[config.mk]
export PLATFORM = sky130hd
export DESIGN_NAME = pscd_decoder
export DESIGN_NICKNAME = d
export VERILOG_FILES = /design/src/core/pscd_pkg.sv /design/src/core/pscd_dec_conv.sv /design/src/core/pscd_decoder.sv
export VERILOG_INCLUDE_DIRS = /design/src /design/src/core
export SDC_FILE = /design/constraint.sdc
export NUM_CORES = 1
export LEC_CHECK = 0
export ABC_CLOCK_PERIOD_IN_PS = 3600
export BUFFER_PORTS_ARGS = -buffer_cell sky130_fd_sc_hd__buf_2
export CAP_MARGIN = 10
export CORE_MARGIN = 8
export CORE_UTILIZATION = 40
export DETAILED_ROUTE_END_ITERATION = 6
export GPL_TIMING_DRIVEN = 0
export PLACE_DENSITY = 0.64
export SYNTH_ARGS = -nofsm -noshare
export SYNTH_HDL_FRONTEND = slang
export SYNTH_SLANG_ARGS = --single-unit
[constraint.sdc]
create_clock -name i_core_clk -period 3.6 [get_ports i_core_clk]
set_clock_uncertainty 0.1 [all_clocks]
set_input_delay 1.08 -clock i_core_clk [delete_from_list [all_inputs] [get_ports i_core_clk]]
set_output_delay 1.08 -clock i_core_clk [all_outputs]
set_load 0.1 [all_outputs]
[src/core/pscd_defines.svh]
// Constants for the pump serial command decoder
`ifndef PSCD_DEFINES_SVH
`define PSCD_DEFINES_SVH

// ----------------------------------------------------------------
// Characters
// ----------------------------------------------------------------
`define PSCD_CH_CR 8'h0d
`define PSCD_CH_COMMA 8'h2c
`define PSCD_CH_ZERO 8'h30
`define PSCD_CH_NINE 8'h39
`define PSCD_CH_ERR 8'h3f
`define PSCD_CH_A 8'h61
`define PSCD_CH_B 8'h62
`define PSCD_CH_C 8'h63
`define PSCD_CH_E 8'h65
`define PSCD_CH_F 8'h66
`define PSCD_CH_G 8'h67

// ----------------------------------------------------------------
// Operation control word bit positions
// ----------------------------------------------------------------
`define PSCD_BIT_STOP 1
`define PSCD_BIT_PROD 2
`define PSCD_BIT_FLUID 3
`define PSCD_BIT_REF 4
`define PSCD_BIT_CLR_FAULT 5
`define PSCD_BIT_CLR_ALERT 6
`define PSCD_BIT_REF_UNSTICK 11
`define PSCD_BIT_REF_TORQUE 12
`define PSCD_BIT_NEXT_OP 13

// ----------------------------------------------------------------
// Highest index per command letter, response codes, resets, converter shift count
// ----------------------------------------------------------------
`define PSCD_MAX_A 32'd3
`define PSCD_MAX_B 32'd1
`define PSCD_MAX_C 32'd2
`define PSCD_MAX_F 32'd2
`define PSCD_MAX_G 32'd6
`define PSCD_MAX_G_CLR 32'd4
`define PSCD_WARN_SECOND_CMD 32'h00000001
`define PSCD_ERR_BAD_CMD 32'h00000002
`define PSCD_PARAM_RST 16'h0000
`define PSCD_CONV_BITS 6'h20

`endif

[src/core/pscd_pkg.sv]
// Types for the pump serial command decoder
package pscd_pkg;

	// Command and response sequencing states
	typedef enum logic [10:0] {
		ST_RECV = 11'h001,
		ST_EXEC = 11'h002,
		ST_SETTLE = 11'h004,
		ST_SAMPLE = 11'h008,
		ST_SEND_CMD = 11'h010,
		ST_SEND_V1 = 11'h020,
		ST_SEND_SEP1 = 11'h040,
		ST_SEND_V2 = 11'h080,
		ST_SEND_SEP2 = 11'h100,
		ST_SEND_V3 = 11'h200,
		ST_SEND_CR = 11'h400
	} pscd_state_type;

	// Decimal converter states
	typedef enum logic [2:0] {
		CV_IDLE = 3'h1,
		CV_SHIFT = 3'h2,
		CV_EMIT = 3'h4
	} pscd_conv_type;

endpackage

[src/core/pscd_dec_conv.sv]
// Binary to decimal ASCII converter, emits digits most significant first
`timescale 1ns/1ps
`include "pscd_defines.svh"

module pscd_dec_conv
	import pscd_pkg::*;
(
	input wire logic i_core_clk,
	input wire logic i_rstn,
	input wire logic i_start,
	input wire logic [31:0] i_value,
	input wire logic i_take,
	output logic o_valid,
	output logic [7:0] o_char,
	output logic o_last
);

	pscd_conv_type state_reg, state_next;
	logic [31:0] bin_reg, bin_next;
	logic [39:0] bcd_reg, bcd_next;
	logic [39:0] bcd_adj;
	logic [5:0] cnt_reg, cnt_next;
	logic [3:0] idx_reg, idx_next;
	logic started_reg, started_next;
	logic [3:0] digit;

	// Add three to every BCD digit of five or more before each shift
	genvar g;
	generate
		for (g = 0; g < 10; g = g + 1) begin : g_adj
			assign bcd_adj[g*4 +: 4] = (bcd_reg[g*4 +: 4] >= 4'h5) ?
				bcd_reg[g*4 +: 4] + 4'h3 : bcd_reg[g*4 +: 4];
		end
	endgenerate

	// Leading zeros are skipped, a lone zero is still sent
	assign digit = bcd_reg[idx_reg*4 +: 4];
	assign o_valid = (state_reg == CV_EMIT) && (digit != 4'h0 || idx_reg == 4'h0 || started_reg);
	assign o_char = `PSCD_CH_ZERO | {4'h0, digit};
	assign o_last = (idx_reg == 4'h0);

	// Next state of the converter
	always_comb begin
		state_next = state_reg;
		bin_next = bin_reg;
		bcd_next = bcd_reg;
		cnt_next = cnt_reg;
		idx_next = idx_reg;
		started_next = started_reg;
		case (state_reg)
			CV_IDLE: begin
				if (i_start) begin
					bin_next = i_value;
					bcd_next = 40'h0;
					cnt_next = `PSCD_CONV_BITS;
					state_next = CV_SHIFT;
				end
			end
			CV_SHIFT: begin
				bcd_next = {bcd_adj[38:0], bin_reg[31]};
				bin_next = {bin_reg[30:0], 1'b0};
				cnt_next = cnt_reg - 6'h1;
				if (cnt_reg == 6'h1) begin
					idx_next = 4'h9;
					started_next = 1'b0;
					state_next = CV_EMIT;
				end
			end
			CV_EMIT: begin
				if (!o_valid) begin
					idx_next = idx_reg - 4'h1;
				end else if (i_take) begin
					started_next = 1'b1;
					if (idx_reg == 4'h0) begin
						state_next = CV_IDLE;
					end else begin
						idx_next = idx_reg - 4'h1;
					end
				end
			end
			default: begin
				state_next = CV_IDLE;
			end
		endcase
	end

	// Converter registers
	always_ff @(posedge i_core_clk or negedge i_rstn) begin
		if (!i_rstn) begin
			state_reg <= CV_IDLE;
			bin_reg <= 32'h0;
			bcd_reg <= 40'h0;
			cnt_reg <= 6'h0;
			idx_reg <= 4'h0;
			started_reg <= 1'b0;
		end else begin
			state_reg <= state_next;
			bin_reg <= bin_next;
			bcd_reg <= bcd_next;
			cnt_reg <= cnt_next;
			idx_reg <= idx_next;
			started_reg <= started_next;
		end
	end

endmodule // pscd_dec_conv

[src/core/pscd_decoder.sv]
// Serial command decoder: parses command bytes, acts, sends the response
// Function
// - a0 reads load mode, writes it when a second argument is given.
// - a1 reads chamber mode, writes it with a second argument.
// - a2 reads autotrigger mode, writes it with a second argument.
// - a3 reads autotrigger count, writes it with a second argument.
// - b or b0 sets control bit 2, production start.
// - b1 sets control bit 3, fluidic setup start.
// - c or c0 sets control bit 5, clear fault.
// - c1 sets control bit 6, clear alert.
// - c2 sets control bit 13, start next required operation.
// - e or e0 sets control bit 1, stop pumping.
// - Stop in prime mode ends only once piston reaches stop position.
// - Stop in agitate mode ends only once fluid is back at start.
// - f or f0 sets control bit 4, reference.
// - f1 sets control bit 11, reference with unstick.
// - f2 sets control bit 12, reference with torque test.
// - g0 reads total production volume; g0,0 clears it.
// - g1 reads total production cycles; g1,0 clears them.
// - g2 reads last fluidic volume; g2,0 clears it.
// - g3 reads last production volume; g3,0 clears it.
// - g4 reads total fluidic cycles; g4,0 clears them.
// - g5 reads total reference cycles.
// - g6 reads total load cycles.
// - Command is letter, optional value, optional comma value, ended by CR.
// - Response echoes command and values, then fault or warning code.
// - First letter is the command; a later letter voids it with warning.
`timescale 1ns/1ps
`include "pscd_defines.svh"

module pscd_decoder
	import pscd_pkg::*;
(
	input wire logic i_core_clk,
	input wire logic i_rstn,
	input wire logic i_rx_valid,
	input wire logic [7:0] i_rx_data,
	output logic o_rx_ready,
	output logic o_tx_valid,
	output logic [7:0] o_tx_data,
	input wire logic i_tx_ready,
	output logic [15:0] o_op_ctrl,
	input wire logic [15:0] i_op_ack,
	output logic o_op_end,
	input wire logic i_prime_mode,
	input wire logic i_agitate_mode,
	input wire logic i_piston_at_stop,
	input wire logic i_fluid_at_start,
	input wire logic [15:0] i_status_code,
	output logic [15:0] o_load_mode,
	output logic [15:0] o_chamber_mode,
	output logic [15:0] o_autotrig_mode,
	output logic [15:0] o_autotrig_count,
	output logic [4:0] o_total_clr,
	input wire logic [31:0] i_total_prod_vol,
	input wire logic [31:0] i_total_prod_cyc,
	input wire logic [31:0] i_last_fluid_vol,
	input wire logic [31:0] i_last_prod_vol,
	input wire logic [31:0] i_total_fluid_cyc,
	input wire logic [31:0] i_total_ref_cyc,
	input wire logic [31:0] i_total_load_cyc
);

	// ----------------------------------------------------------------
	// Declarations
	// ----------------------------------------------------------------
	pscd_state_type state_reg, state_next;
	logic [7:0] cmd_reg, cmd_next;
	logic [31:0] v1_reg, v1_next, v2_reg, v2_next;
	logic [31:0] resp_reg, resp_next, code_reg, code_next;
	logic have_cmd_reg, have_cmd_next, comma_reg, comma_next;
	logic v2_seen_reg, v2_seen_next, alpha2_reg, alpha2_next, bad_reg, bad_next;
	logic empty_reg, empty_next, err_reg, err_next;
	logic rx_ready_reg, rx_ready_next, tx_valid_reg, tx_valid_next;
	logic [7:0] tx_data_reg, tx_data_next;
	logic [15:0] param_reg [0:3];
	logic [15:0] param_next [0:3];
	logic [4:0] clr_reg, clr_next;
	logic [15:0] op_reg, op_next, op_set;
	logic stop_pend_reg, stop_pend_next, op_end_reg, op_end_next, stop_ok;
	logic rx_take, can_load, is_alpha, is_digit, cmd_ok;
	logic conv_start, conv_valid, conv_last, conv_take;
	logic [31:0] conv_value, tot_value;
	logic [7:0] conv_char;

	assign rx_take = i_rx_valid && rx_ready_reg;
	assign can_load = !tx_valid_reg || i_tx_ready;
	assign is_alpha = (i_rx_data >= 8'h41 && i_rx_data <= 8'h5a) ||
		(i_rx_data >= 8'h61 && i_rx_data <= 8'h7a);
	assign is_digit = (i_rx_data >= `PSCD_CH_ZERO && i_rx_data <= `PSCD_CH_NINE);

	// Letter and index form a known command
	always_comb begin
		case (cmd_reg)
			`PSCD_CH_A: cmd_ok = (v1_reg <= `PSCD_MAX_A);
			`PSCD_CH_B: cmd_ok = (v1_reg <= `PSCD_MAX_B);
			`PSCD_CH_C: cmd_ok = (v1_reg <= `PSCD_MAX_C);
			`PSCD_CH_E: cmd_ok = (v1_reg == 32'h0);
			`PSCD_CH_F: cmd_ok = (v1_reg <= `PSCD_MAX_F);
			`PSCD_CH_G: cmd_ok = (v1_reg <= `PSCD_MAX_G);
			default: cmd_ok = 1'b0;
		endcase
	end

	// Totalizer selected by the command index
	always_comb begin
		case (v1_reg[2:0])
			3'h0: tot_value = i_total_prod_vol;
			3'h1: tot_value = i_total_prod_cyc;
			3'h2: tot_value = i_last_fluid_vol;
			3'h3: tot_value = i_last_prod_vol;
			3'h4: tot_value = i_total_fluid_cyc;
			3'h5: tot_value = i_total_ref_cyc;
			default: tot_value = i_total_load_cyc;
		endcase
	end

	// ----------------------------------------------------------------
	// Command parsing, execution and response
	// ----------------------------------------------------------------
	// Number fed to the converter depends on the field being opened
	assign conv_value = (state_reg == ST_SEND_CMD) ? v1_reg :
		(state_reg == ST_SEND_SEP1) ? resp_reg : code_reg;
	assign conv_take = conv_valid && can_load &&
		(state_reg == ST_SEND_V1 || state_reg == ST_SEND_V2 || state_reg == ST_SEND_V3);

	// Next values of the command sequencer
	always_comb begin
		state_next = state_reg;
		cmd_next = cmd_reg;
		v1_next = v1_reg;
		v2_next = v2_reg;
		resp_next = resp_reg;
		code_next = code_reg;
		have_cmd_next = have_cmd_reg;
		comma_next = comma_reg;
		v2_seen_next = v2_seen_reg;
		alpha2_next = alpha2_reg;
		bad_next = bad_reg;
		empty_next = empty_reg;
		err_next = err_reg;
		tx_valid_next = tx_valid_reg && !i_tx_ready;
		tx_data_next = tx_data_reg;
		param_next = param_reg;
		clr_next = 5'h0;
		op_set = 16'h0;
		conv_start = 1'b0;
		case (state_reg)
			ST_RECV: begin
				if (rx_take) begin
					if (i_rx_data == `PSCD_CH_CR) begin
						state_next = ST_EXEC;
					end else if (is_alpha) begin
						if (!have_cmd_reg) begin
							cmd_next = i_rx_data;
							have_cmd_next = 1'b1;
						end else begin
							alpha2_next = 1'b1;
						end
					end else if (!have_cmd_reg) begin
						bad_next = 1'b1;
					end else if (is_digit && !comma_reg) begin
						v1_next = {v1_reg[28:0], 3'h0} + {v1_reg[30:0], 1'b0} +
							{28'h0, i_rx_data[3:0]};
					end else if (is_digit) begin
						v2_next = {v2_reg[28:0], 3'h0} + {v2_reg[30:0], 1'b0} +
							{28'h0, i_rx_data[3:0]};
						v2_seen_next = 1'b1;
					end else if (i_rx_data == `PSCD_CH_COMMA) begin
						v2_seen_next = v2_seen_reg || comma_reg;
						comma_next = 1'b1;
					end else begin
						bad_next = 1'b1;
					end
				end
			end
			ST_EXEC: begin
				empty_next = !have_cmd_reg && !bad_reg;
				err_next = bad_reg || (have_cmd_reg && !alpha2_reg && !cmd_ok);
				code_next = alpha2_reg ? `PSCD_WARN_SECOND_CMD : `PSCD_ERR_BAD_CMD;
				state_next = ST_SETTLE;
				if (have_cmd_reg && !bad_reg && !alpha2_reg && cmd_ok) begin
					case (cmd_reg)
						`PSCD_CH_A: begin
							if (v2_seen_reg) begin
								param_next[v1_reg[1:0]] = v2_reg[15:0];
							end
						end
						`PSCD_CH_B: op_set[v1_reg[0] ? `PSCD_BIT_FLUID : `PSCD_BIT_PROD] = 1'b1;
						`PSCD_CH_C: begin
							case (v1_reg[1:0])
								2'h0: op_set[`PSCD_BIT_CLR_FAULT] = 1'b1;
								2'h1: op_set[`PSCD_BIT_CLR_ALERT] = 1'b1;
								default: op_set[`PSCD_BIT_NEXT_OP] = 1'b1;
							endcase
						end
						`PSCD_CH_E: op_set[`PSCD_BIT_STOP] = 1'b1;
						`PSCD_CH_F: begin
							case (v1_reg[1:0])
								2'h0: op_set[`PSCD_BIT_REF] = 1'b1;
								2'h1: op_set[`PSCD_BIT_REF_UNSTICK] = 1'b1;
								default: op_set[`PSCD_BIT_REF_TORQUE] = 1'b1;
							endcase
						end
						default: begin
							if (v2_seen_reg && v2_reg == 32'h0 && v1_reg <= `PSCD_MAX_G_CLR) begin
								clr_next[v1_reg[2:0]] = 1'b1;
							end
						end
					endcase
				end
			end
			ST_SETTLE: begin
				state_next = ST_SAMPLE;
			end
			ST_SAMPLE: begin
				// Values are taken only after writes and clears have landed
				if (alpha2_reg) begin
					resp_next = 32'h0;
				end else if (cmd_reg == `PSCD_CH_A) begin
					resp_next = {16'h0, param_reg[v1_reg[1:0]]};
				end else if (cmd_reg == `PSCD_CH_G) begin
					resp_next = tot_value;
				end else begin
					resp_next = v2_reg;
				end
				if (err_reg) begin
					resp_next = 32'h0;
				end else if (!alpha2_reg) begin
					code_next = {16'h0, i_status_code};
				end
				state_next = ST_SEND_CMD;
			end
			ST_SEND_CMD: begin
				if (can_load) begin
					tx_valid_next = 1'b1;
					if (empty_reg) begin
						tx_data_next = `PSCD_CH_CR;
						state_next = ST_RECV;
					end else if (err_reg) begin
						tx_data_next = `PSCD_CH_ERR;
						state_next = ST_SEND_SEP1;
					end else begin
						tx_data_next = cmd_reg;
						conv_start = 1'b1;
						state_next = ST_SEND_V1;
					end
				end
			end
			ST_SEND_SEP1, ST_SEND_SEP2: begin
				if (can_load) begin
					tx_valid_next = 1'b1;
					tx_data_next = `PSCD_CH_COMMA;
					conv_start = 1'b1;
					state_next = (state_reg == ST_SEND_SEP1) ? ST_SEND_V2 : ST_SEND_V3;
				end
			end
			ST_SEND_V1, ST_SEND_V2, ST_SEND_V3: begin
				if (conv_take) begin
					tx_valid_next = 1'b1;
					tx_data_next = conv_char;
					if (conv_last) begin
						state_next = (state_reg == ST_SEND_V1) ? ST_SEND_SEP1 :
							(state_reg == ST_SEND_V2) ? ST_SEND_SEP2 : ST_SEND_CR;
					end
				end
			end
			ST_SEND_CR: begin
				if (can_load) begin
					tx_valid_next = 1'b1;
					tx_data_next = `PSCD_CH_CR;
					state_next = ST_RECV;
				end
			end
			default: begin
				state_next = ST_RECV;
			end
		endcase
		// A fresh command starts from a clean parse
		if (state_reg != ST_RECV && state_next == ST_RECV) begin
			v1_next = 32'h0;
			v2_next = 32'h0;
			have_cmd_next = 1'b0;
			comma_next = 1'b0;
			v2_seen_next = 1'b0;
			alpha2_next = 1'b0;
			bad_next = 1'b0;
		end
		rx_ready_next = (state_next == ST_RECV);
	end

	// Command sequencer registers
	always_ff @(posedge i_core_clk or negedge i_rstn) begin
		if (!i_rstn) begin
			state_reg <= ST_RECV;
			cmd_reg <= 8'h0;
			v1_reg <= 32'h0;
			v2_reg <= 32'h0;
			resp_reg <= 32'h0;
			code_reg <= 32'h0;
			have_cmd_reg <= 1'b0;
			comma_reg <= 1'b0;
			v2_seen_reg <= 1'b0;
			alpha2_reg <= 1'b0;
			bad_reg <= 1'b0;
			empty_reg <= 1'b0;
			err_reg <= 1'b0;
			rx_ready_reg <= 1'b1;
			tx_valid_reg <= 1'b0;
			tx_data_reg <= 8'h0;
			param_reg <= '{`PSCD_PARAM_RST, `PSCD_PARAM_RST, `PSCD_PARAM_RST, `PSCD_PARAM_RST};
			clr_reg <= 5'h0;
		end else begin
			state_reg <= state_next;
			cmd_reg <= cmd_next;
			v1_reg <= v1_next;
			v2_reg <= v2_next;
			resp_reg <= resp_next;
			code_reg <= code_next;
			have_cmd_reg <= have_cmd_next;
			comma_reg <= comma_next;
			v2_seen_reg <= v2_seen_next;
			alpha2_reg <= alpha2_next;
			bad_reg <= bad_next;
			empty_reg <= empty_next;
			err_reg <= err_next;
			rx_ready_reg <= rx_ready_next;
			tx_valid_reg <= tx_valid_next;
			tx_data_reg <= tx_data_next;
			param_reg <= param_next;
			clr_reg <= clr_next;
		end
	end

	// ----------------------------------------------------------------
	// Operation requests and stop completion
	// ----------------------------------------------------------------
	// Prime and agitate runs must reach their rest position first
	assign stop_ok = i_prime_mode ? i_piston_at_stop :
		(i_agitate_mode ? i_fluid_at_start : 1'b1);

	// Next request word; a new set wins over a same-cycle acknowledge
	always_comb begin
		op_next = (op_reg & ~i_op_ack) | op_set;
		stop_pend_next = op_set[`PSCD_BIT_STOP] || (stop_pend_reg && !stop_ok);
		op_end_next = stop_pend_reg && stop_ok;
	end

	// Request word registers
	always_ff @(posedge i_core_clk or negedge i_rstn) begin
		if (!i_rstn) begin
			op_reg <= 16'h0;
			stop_pend_reg <= 1'b0;
			op_end_reg <= 1'b0;
		end else begin
			op_reg <= op_next;
			stop_pend_reg <= stop_pend_next;
			op_end_reg <= op_end_next;
		end
	end

	// Decimal digit source for the numeric fields
	pscd_dec_conv u_conv (
		.i_core_clk(i_core_clk),
		.i_rstn(i_rstn),
		.i_start(conv_start),
		.i_value(conv_value),
		.i_take(conv_take),
		.o_valid(conv_valid),
		.o_char(conv_char),
		.o_last(conv_last)
	);

	// Outputs straight from registers
	assign o_rx_ready = rx_ready_reg;
	assign o_tx_valid = tx_valid_reg;
	assign o_tx_data = tx_data_reg;
	assign o_op_ctrl = op_reg;
	assign o_op_end = op_end_reg;
	assign o_total_clr = clr_reg;
	assign o_load_mode = param_reg[0];
	assign o_chamber_mode = param_reg[1];
	assign o_autotrig_mode = param_reg[2];
	assign o_autotrig_count = param_reg[3];
endmodule // pscd_decoder

Yosys cells after proc, flatten, opt, wreduce, memory -nomap -nowiden
Index checks and enable logic that the tools add are counted.

storage, ports and cells
  logic and storage cells = 365
  bits in registers = 337
  input bits = 272

operators by class
  order comparisons = 27
  shift operators = 1
  equality and inequality tests = 51
  add/sub/neg operators = 16
  mux-type cells = 155
  bitwise gates (word level) = 6
  reductions and logical operators = 79

operators with widths
  operator                                                                number
  32-bit 2-to-1 mux                                                       24
  32-bit case mux with 6 select lines                                     1
  32-bit case mux with 2 select lines                                     2
  11-bit 2-to-1 mux                                                       9
  11-bit case mux with 8 select lines                                     1
  16-bit 2-to-1 mux                                                       5
  40-bit case mux with 2 select lines                                     1
  32-bit adder                                                            2
  32-bit by 4-bit adder with 32-bit output                                2
  64-bit bitwise mux                                                      1
  32-bit by 2-bit <= comparator with 1-bit output, second input constant  2
  32-bit by 3-bit <= comparator with 1-bit output, second input constant  2
  32-bit logical NOT                                                      2
  1-bit 2-to-1 mux                                                        56
  4-bit 2-to-1 mux                                                        14
  8-bit by 7-bit == test with 1-bit output, second input constant         6
  8-bit 2-to-1 mux                                                        6
  4-bit by 3-bit >= comparator with 1-bit output, second input constant   10
  40-bit 2-to-1 mux                                                       1
  40-bit by 7-bit variable part select with 4-bit output                  1
  4-bit by 2-bit adder with 4-bit output, second input constant           9
  16-bit binary-select mux with 2-bit select                              1
  16-bit demux with 2-bit select                                          1
  32-bit by 1-bit <= comparator with 1-bit output, second input constant  1
  other kinds (76)                                                        175

Logic depth before layout (Yosys ltp)
Gate-level depths: netlist of the first run.

  depth after elaboration = 13
  depth in mapped cells = 13
  gate-level depth less buffers = 13

Cells and area by module
From an unflattened synthesis of the first run, not the netlist that was laid out.

second synthesis, totals
  cells, all modules = 2302
  area, all modules = 21120.3 um^2

by module, submodules not included
  module         area each (um^2)  cells an instance  seq. area each (um^2)  instances
  pscd_decoder   16298.1           1816               5883.1                 1
  pscd_dec_conv  4822.1            486                2153.3                 1

Worst setup path before layout of the first run
No wires, ideal clock.

  path kind = input port to flip-flop
  from = input port i_rx_data[3]
  to = register v2_reg[25]
  arrival time = 3645 ps
  path buffers = 0
  cell stages on the path = 11
  setup slack = -223 ps
  library setup time = 78 ps
  cell sequence = fa_1 ha_1 a21oi_1 o221ai_1 a31o_2 or4_1 a31o_2 a21oi_1 xnor2_1 nand2_1 a21oi_1

on the way
  cells in the longest elaborated chain, start to end = 9
  elaborated cells between the ends (all ways) = 34
  those cells by class = add/sub (1); order compare (6); eq/ne (5); mux (11); reduce/logical (11)

RTL lines
  what                                      line                 source
  from (decl)                               pscd_decoder.sv:37   input wire logic [7:0] i_rx_data,
  32-bit by 4-bit adder with 32-bit output  pscd_decoder.sv:166  v2_next = {v2_reg[28:0], 3'h0} + {v2_reg[30:0], 1'b0} +
  32-bit 2-to-1 mux                         pscd_decoder.sv:165  end else if (is_digit) begin
  32-bit 2-to-1 mux                         pscd_decoder.sv:162  end else if (is_digit && !comma_reg) begin
  32-bit 2-to-1 mux                         pscd_decoder.sv:160  end else if (!have_cmd_reg) begin
  32-bit 2-to-1 mux                         pscd_decoder.sv:153  end else if (is_alpha) begin
  32-bit 2-to-1 mux                         pscd_decoder.sv:151  if (i_rx_data == `PSCD_CH_CR) begin
  32-bit 2-to-1 mux                         pscd_decoder.sv:150  if (rx_take) begin
  32-bit 2-to-1 mux                         pscd_decoder.sv:148  case (state_reg)
  32-bit 2-to-1 mux                         pscd_decoder.sv:280  if (state_reg != ST_RECV && state_next == ST_RECV) begin
  to (signal assigned)                      pscd_decoder.sv:317  v2_reg <= v2_next;
  to (decl)                                 pscd_decoder.sv:69   logic [31:0] v1_reg, v1_next, v2_reg, v2_next;

Parallel ways exist; a longest one is shown, timed or not. The select of a mux whose other input is x is not followed.
A chain may end at the register's enable or synchronous reset.

Worst setup path in the final report of the first run
  from = input port i_rx_data[3]
  to = register v1_reg[30]

on the way
  cells in the longest elaborated chain, start to end = 8
  elaborated cells between the ends (all ways) = 32
  those cells by class = add/sub (1); order compare (6); eq/ne (4); mux (10); reduce/logical (11)

RTL lines
  what                                                                                                         line                                      source
  32-bit by 4-bit adder with 32-bit output / 8-bit by 4-bit == test with 1-bit output (equally long branches)  --
  32-bit 2-to-1 mux / 11-bit 2-to-1 mux (equally long branches)                                                pscd_decoder.sv:162, pscd_decoder.sv:151
  32-bit 2-to-1 mux / 11-bit 2-to-1 mux (equally long branches)                                                pscd_decoder.sv:160, pscd_decoder.sv:150
  32-bit 2-to-1 mux / 11-bit case mux with 8 select lines (equally long branches)                              pscd_decoder.sv:153, pscd_decoder.sv:148
  32-bit 2-to-1 mux / 11-bit by 1-bit == test with 1-bit output (equally long branches)                        pscd_decoder.sv:151, pscd_decoder.sv:280
  32-bit 2-to-1 mux / 1-bit logical AND (equally long branches)                                                pscd_decoder.sv:150, pscd_decoder.sv:280
  32-bit 2-to-1 mux (tied with other cells)                                                                    pscd_decoder.sv:148
  32-bit 2-to-1 mux / 6-bit AND reduction (equally long branches)                                              --
  to (signal assigned)                                                                                         pscd_decoder.sv:316                       v1_reg <= v1_next;
  to (decl)                                                                                                    pscd_decoder.sv:69

Parallel ways exist; a longest one is shown, timed or not. The select of a mux whose other input is x is not followed.

==> results of run 1 <==
[Yosys cell counts (11+ instances only)]
master	n
and3_1	16
o21ai_0	160
or3_1	11
o221ai_1	14
mux2i_1	54
nor3_1	31
a21oi_1	240
a22oi_1	15
nor2_1	171
a211oi_1	37
nand2_1	271
o22ai_1	14
mux2_2	49
nor4_1	20
mux4_2	31
mux2_1	41
xnor2_1	44
buf_1	15
o31ai_1	28
a21o_1	15
inv_1	62
xor2_1	28
clkbuf_1	104
a221o_1	19
nand2b_1	26
a311oi_1	13
nor2b_1	23
ha_1	139
o21ai_1	31
nand3_1	60
a221oi_1	24
dfrtp_1	318
[placed cells by master, fill, tap and decap left out, drive strengths merged, types with 64 or more instances in the layout]
cell type / n
a21oi: 240
buf: 411
clkbuf: 154
dfrtp: 318
ha: 139
inv: 64
mux2: 90
nand2: 271
nor2: 172
o21ai: 191
[per-layer routing]
metal | routed length [µm] | share of wire
met5 | 0 | 0
met4 | 5360 | 0.062
met3 | 5440 | 0.063
met2 | 40900 | 0.48
met1 | 34400 | 0.40
[cells by family (layout without fill, tap and decap cells)]
group / count (synthesis) / in the layout / synth area share
multiplexers: 175 / 175 / 0.107
buffers and inverters: 200 / 645 / 0.0389
other: 0 / 1 / 0
AO/OA/AOI/OAI: 688 / 688 / 0.201
flip-flops: 321 / 321 / 0.381
AND/OR/NAND/NOR: 701 / 701 / 0.156
XOR/XNOR: 72 / 72 / 0.0299
adder cells (fa/ha/maj): 143 / 143 / 0.0862
[worst max path at each step]
stage                 startpoint                    to  slack, ns
floorplan           i_rx_data[3]            v2_reg[31]       0.01
global placement          i_rstn  o_autotrig_count[11]      -4.90
detailed placement     v1_reg[0]          resp_reg[25]      -1.02
CTS                 i_rx_data[3]            v1_reg[30]      0.003
global route        state_reg[4]    u_conv.bcd_reg[12]      -0.01
finish              i_rx_data[3]            v1_reg[30]       0.08
[final cells by class]
class | instances | area, µm² | share of cell area
sequential | 321 | 8040 | 0.314
clock inverter | 15 | 196 | 0.00768
clock buffer | 52 | 1070 | 0.0420
multi-input combinational | 1779 | 12500 | 0.488
antenna | 1 | 2.50 | 0.0000978
tap | 688 | 861 | 0.0337
buffer | 135 | 668 | 0.0261
inverter | 63 | 236 | 0.00925
timing repair buffer | 380 | 2010 | 0.0786
[through the flow]
stage	worst slack [ns]	total power [mW]	TNS (ns)	cell area (µm²)	hold WS [ns]
after floorplan	0.0145	5.29	0	21100	0.343
after global placement	-4.90	6.28	-1600.28	23800	0.361
after detailed placement	-1.02	6.32	-51.62	23900	0.365
after CTS	0.00316	10.4	0	25300	0.379
after global routing	-0.00994	10.8	-0.0184	25600	0.411
final	0.0764	10.4	0	25600	0.378
[timing repair]
action	in CTS	in global routing
pin swaps	3	12
endpoints found under the setup margin	192	203
cloned	0	1
resized for setup	36	66
buffers inserted	1	10
[worst reg2reg max path, stage by stage, from the launching register on]
cell and delay [ns]:
dfrtp_1 0.53, clkdlybuf4s15_2 0.53, buf_2 0.48, buf_2 0.48, clkbuf_2 0.45, a311oi_1 0.15
a21oi_1 0.36, mux2i_1 0.17, o21ai_0 0.17
[power groups by stage]
stage | clock, mW | combinational (mW) | sequential, mW
6_report | 4.04 | 2.52 | 3.86
3_5_place_dp | 0 | 2.40 | 3.91
4_1_cts | 4.10 | 2.45 | 3.85
3_3_place_gp | 0 | 2.37 | 3.91
5_1_grt | 4.24 | 2.71 | 3.87
2_1_floorplan | 0 | 1.42 | 3.87
==> results by group, run 1 <==
Critical path
  • Critical setup path kind: input pin to flop
  • Critical Path Max Stage Delay: 0.47 ns
  • R2R Path End: resp_reg[25]
  • Critical Path End Type: flop
  • R2r setup slk: around 0.10 ns
  • Crit path max fanout: 9
  • Worst-path cell chain: clkbuf_4 > fa_1 > ha_4 > nor2b_2 > o31a_1 > o211ai_1 > buf_4 > a21oi_4 > o21ai_2 > a211oi_2 > or3_1 > nand3_1 > a21oi_1
  • Worst Path Required: 3.92 ns
  • Critical path startpoint category: input pin
  • CP Buf/Inv Count: 2
  • Crit path max-delay cell type: fa_1
  • Stages on worst setup path: 13
  • CP arrival: ~3.9 ns
  • Reg2Reg Depth: 8
  • Family with the most delay on the worst path: compound AO/OA/AOI/OAI gates
  • Critical register-to-register path startpoint: v1_reg[0]

Die
  • Die area: between 60000 and 70000 µm²
  • Rows: 84
  • Starting density of the core: 0.403
  • Die Wd: roughly 250 µm
  • DIE HEIGHT: between 200 and 250 µm
  • I/O pin total: 368
  • Core area: 52300 µm²

Hold path
  • Hold EP: u_conv.started_reg
  • HP Start: u_conv.started_reg
  • Hold Crit Class: flop to flop
  • Min-Delay Path Depth: 2

Drt
  • Post-route DRC: 0
  • ANT nets after route: 0
  • Initial DRC Count: approximately 1600
  • DR pass1 iterations: 5
  • Routed WL per cell: 25.1 µm
  • Final WL: 86100 µm
  • Via density: 5.95
  • Vias: 20447

Clock network
  • CTS Hold Bufs: 0
  • Inserted Clock Buffers: 39
  • Sink Count: between 300 and 400
  • CTS root buffer: clkbuf_16
  • H-tree depth: 2
  • CTS tree: done
  • Clock buffer depth: 3
  • Reg clk slew, reported paths: 0.06 ns
  • Worst-Skew Late Latency: roughly 0.58 ns

Global route
  • Gr usage total: 0.275
  • Total grt overflow: 0
  • Global route hottest layer: met2
  • Vias in the first global route: 20797
  • M2 GR Usage: 0.464
  • Initial antenna violation count: 2
  • Largest net degree at the start of global routing: ~120
  • M3 GR Usage: 0.0518
  • First-pass GRT wire length: 129000 µm
  • GR Util met1: 0.333

Finish
  • FILL cells: between 4000 and 5000
  • Post-route insts no fill: 3434
  • Layout cells sized above 1: 0.230
  • Synthesis-to-layout area growth: 21.2%
  • Largest register FFs: 40
  • Nets: 3134
  • Util after Layout: 0.489

STA
  • Final Setup Violations: 0
  • Fin crit period: between 3 and 4 ns
  • Slew Limit Fails: 0
  • RSZ-0062 raised after global routing: yes
  • Max_slew headroom: 0.269
  • Fmax: between 0.2 and 0.3 GHz
  • Final hold vios: 0
  • Slew @ Worst Pin: approximately 1.1 ns
  • Final Cycle Share: 0.979

Logic synthesis
  • Area contributors post-synth: dfrtp_1 38%, ha_1 8.2%, a21oi_1 5.7%
  • Cell Area, Synth: 21100 µm²
  • Ys flop type: dfrtp_1
  • Post-synth top area cell: dfrtp_1
  • Sequential area share after synthesis: 0.381
  • Async S/R FF share, synth: 1.00
  • FF+latch count, synth: 321
  • Area fraction of the dominant cell type after synthesis: 0.377
  • Post-synth EDFFs: 0
  • Yosys warning count: 0
  • Post-synthesis cell type count: 86
  • Syn_area_per_cell: 9.17 µm²
  • Syn_nets: 2715
  • Synth Instances: 2300

Pwr
  • NetSw: roughly 3.4 mW
  • Sw Share: 0.330
  • Internal power: about 7 mW
  • Clock power share: 0.388
  • Leak Pwr: 12.3 nW
  • Comb pwr share: 0.242
  • Reg power frac: 0.370
  • Maximum VDD drop: 252 µV
  • Cell Pwr Density: 408 nW/µm²

Run status
  • Status: finished clean

Placed design
  • Port bufs: 366
  • Final GP Congestion: around 1.0
  • HPWL after detailed placement: between 60000 and 70000 µm
  • Cells after DPL: 3356

Job
  • Max-Cap Viols: 0
Power figures use the tool's default switching activity.
==> run 2: changes to the inputs <==
- CORE_UTILIZATION: 40 -> 47
- PLACE_DENSITY: 0.64 -> 0.73
==> run 2 against run 1 <==
Compared with the run above: combinational power hardly changed; final area down 0.62%; non-clock buffer count down 1; hold slack lost 0.0078 ns; critical path type unchanged; largest cell class unchanged.
==> results by group, run 2 (synthesis gave the netlist of run 1 again) <==
Drt
  • Initial DRC Count: 1915
  • Final WL: 83000 µm
  • Via density: just over 6
  • M1 WL: ~31000 µm
  • DR pass1 iterations: 5
  • Met2 WL: 40000 µm
  • Post-route DRC: 0
  • Top Layer Used: met5
  • Vias: 20615
  • Wire length on met3: ~5700 µm
  • ANT nets after route: 0
  • Routed WL per cell: 24.9 µm

Die
  • Starting density of the core: 0.477
  • Core area: 44200 µm²
  • I/O pin total: 368
  • Die area: 51900 µm²
  • Die Wd: between 200 and 250 µm
  • Rows: 77
  • DIE HEIGHT: 228 µm

STA
  • Final worst slack: 0.0257 ns
  • Setup TNS: 0 ns
  • Slew Limit Fails: 0
  • Fin crit period: between 3 and 4 ns
  • Max_slew headroom: 0.254
  • Worst hold slack: 0.370 ns
  • Fmax: 0.280 GHz
  • Final Cycle Share: 0.993
  • Slew @ Worst Pin: 1.12 ns
  • Final hold vios: 0
  • Final Setup Violations: 0

Job
  • Max-Cap Viols: 0

Finish
  • Most common cell after layout, fill and taps aside: buf_2
  • Design area: 25400 µm²
  • Synthesis-to-layout area growth: 20.5%
  • Layout cells sized above 1: 0.228
  • Nets: roughly 3100
  • Largest register FFs: 40
  • Post-route insts no fill: 3339
  • Util after Layout: 0.575
  • Commonest cells after routing, fill and taps aside: 378 x buf_2, 315 x dfrtp_1, 271 x nand2_1, 236 x a21oi_1, 168 x nor2_1
  • FILL cells: 3913

Hold path
  • Hold Crit Class: flop to flop
  • HP Start: u_conv.bin_reg[8]

Placed design
  • Area post-placement: 23800 µm²
  • Cells after DPL: between 3000 and 4000
  • Placement Setup Slack: -1.09 ns
  • HPWL after detailed placement: roughly 65000 µm
  • Port bufs: about 370
  • Final GP Congestion: 0.990

Pwr
  • Cell Pwr Density: 417 nW/µm²
  • Maximum VDD drop: ~290 µV
  • Comb pwr share: 0.237
  • Clock power share: 0.400
  • NetSw: 3.37 mW
  • Sw Share: 0.318
  • Internal power: 7.23 mW
  • Leak Pwr: 12.3 nW
  • Reg power frac: 0.363
  • Total power draw: 10.6 mW

Clock network
  • Clock buffer depth: 3
  • Reg clk slew, reported paths: around 0.06 ns
  • CTS tree: done
  • H-tree depth: 2
  • CTS root buffer: clkbuf_16
  • Inserted Clock Buffers: 38
  • Sink Count: 321
  • CTS Hold Bufs: 0
  • Worst-Skew Late Latency: 0.57 ns

Critical path
  • CP Buf/Inv Count: 3
  • CP arrival: 3.92 ns
  • Worst-path cell chain: buf_4 > fa_1 > ha_4 > nor2b_2 > o31a_1 > o211ai_1 > a21oi_2 > buf_4 > buf_4 > o21a_1 > o21a_1 > o21ai_0 > nand3b_1 > a21oi_1
  • Worst Path Required: between 3 and 4 ns
  • Crit path from: i_rx_data[3]
  • Crit path max-delay cell type: fa_1
  • Critical path startpoint category: input pin
  • R2r setup slk: 0.06 ns
  • Critical setup path kind: input pin to flop
  • Crit path max fanout: 9
  • Critical Path End Type: flop
  • Critical Path Max Stage Delay: 0.43 ns
  • Most frequent CP cell: buf_4
  • Family with the most delay on the worst path: compound AO/OA/AOI/OAI gates
  • Critical register-to-register path startpoint: v1_reg[0]

Global route
  • Vias in the first global route: roughly 21000
  • Gr usage total: 0.306
  • Initial antenna violation count: 5
  • First-pass GRT wire length: 125000 µm
  • Total grt overflow: 0
  • Largest net degree at the start of global routing: 119

Run status
  • Status: finished clean
run 2: changes by cell type in the layout (fill, tap and decap cells not counted), sizes merged:
cell and delta:
inv -1, clkbuf -1, clkdlybuf4s15 -1, clkinvlp +2, buf +2, bufinv +3
clkinv -4, diode +1
run 2: path summary, 6_finish.rpt:
check                                           to  cells past startpoint
worst max register to register        resp_reg[28]                      8
worst min register to register   u_conv.bin_reg[9]                      2
worst max-delay path                    v1_reg[24]                     14
min in group asynchronous               v1_reg[28]                      1
max in group asynchronous       o_autotrig_mode[4]                      3
worst min-delay path             u_conv.bin_reg[9]                      2
run 2: area by class of cell:
| class | count | area, µm² | area share |
|---|---|---|---|
| clock inverters | 15 | 262 | 0.0103 |
| diodes | 2 | 5.00 | 0.000197 |
| clock buffers | 53 | 1100 | 0.0432 |
| well taps | 592 | 741 | 0.0291 |
| plain buffers | 134 | 617 | 0.0243 |
| flip-flops and latches | 321 | 8040 | 0.316 |
| multi-input cells | 1779 | 12400 | 0.489 |
| repair buffers | 380 | 1990 | 0.0784 |
| inverters | 63 | 236 | 0.00930 |
run 2: metal layers:
layer | up-vias | global-route usage
met5 | - | 0
met4 | 4 | 0.185
met3 | 245 | 0.0597
met2 | 1027 | 0.520
met1 | 10079 | 0.355
li1 | 9260 | -
run 2: power by group through the flow:
| stage | clock network (mW) | registers (mW) | logic (mW) |
|---|---|---|---|
| global route | 4.41 | 3.86 | 2.66 |
| CTS | 4.27 | 3.85 | 2.41 |
| finish | 4.24 | 3.85 | 2.51 |
| global placement | 0 | 3.90 | 2.33 |
| floorplan | 0 | 3.87 | 1.42 |
| detailed placement | 0 | 3.91 | 2.36 |
run 2: worst register-to-register path, cell delays in order, from the launching register on:
cell	delay [ns]
dfrtp_1	0.52
buf_2	0.42
clkbuf_2	0.51
clkbuf_2	0.49
clkbuf_2	0.43
a311oi_1	0.18
a21oi_1	0.46
mux2i_1	0.18
o21ai_0	0.18
run 2: repair_timing:
| action | 4_1_cts | 5_1_grt |
|---|---|---|
| gates cloned | 0 | 0 |
| hold endpoints to repair | 0 | 0 |
| endpoints found under the setup margin | 162 | 204 |
| buffers inserted | 2 | 10 |
| pin swaps | 5 | 14 |
| gates resized for setup | 25 | 60 |
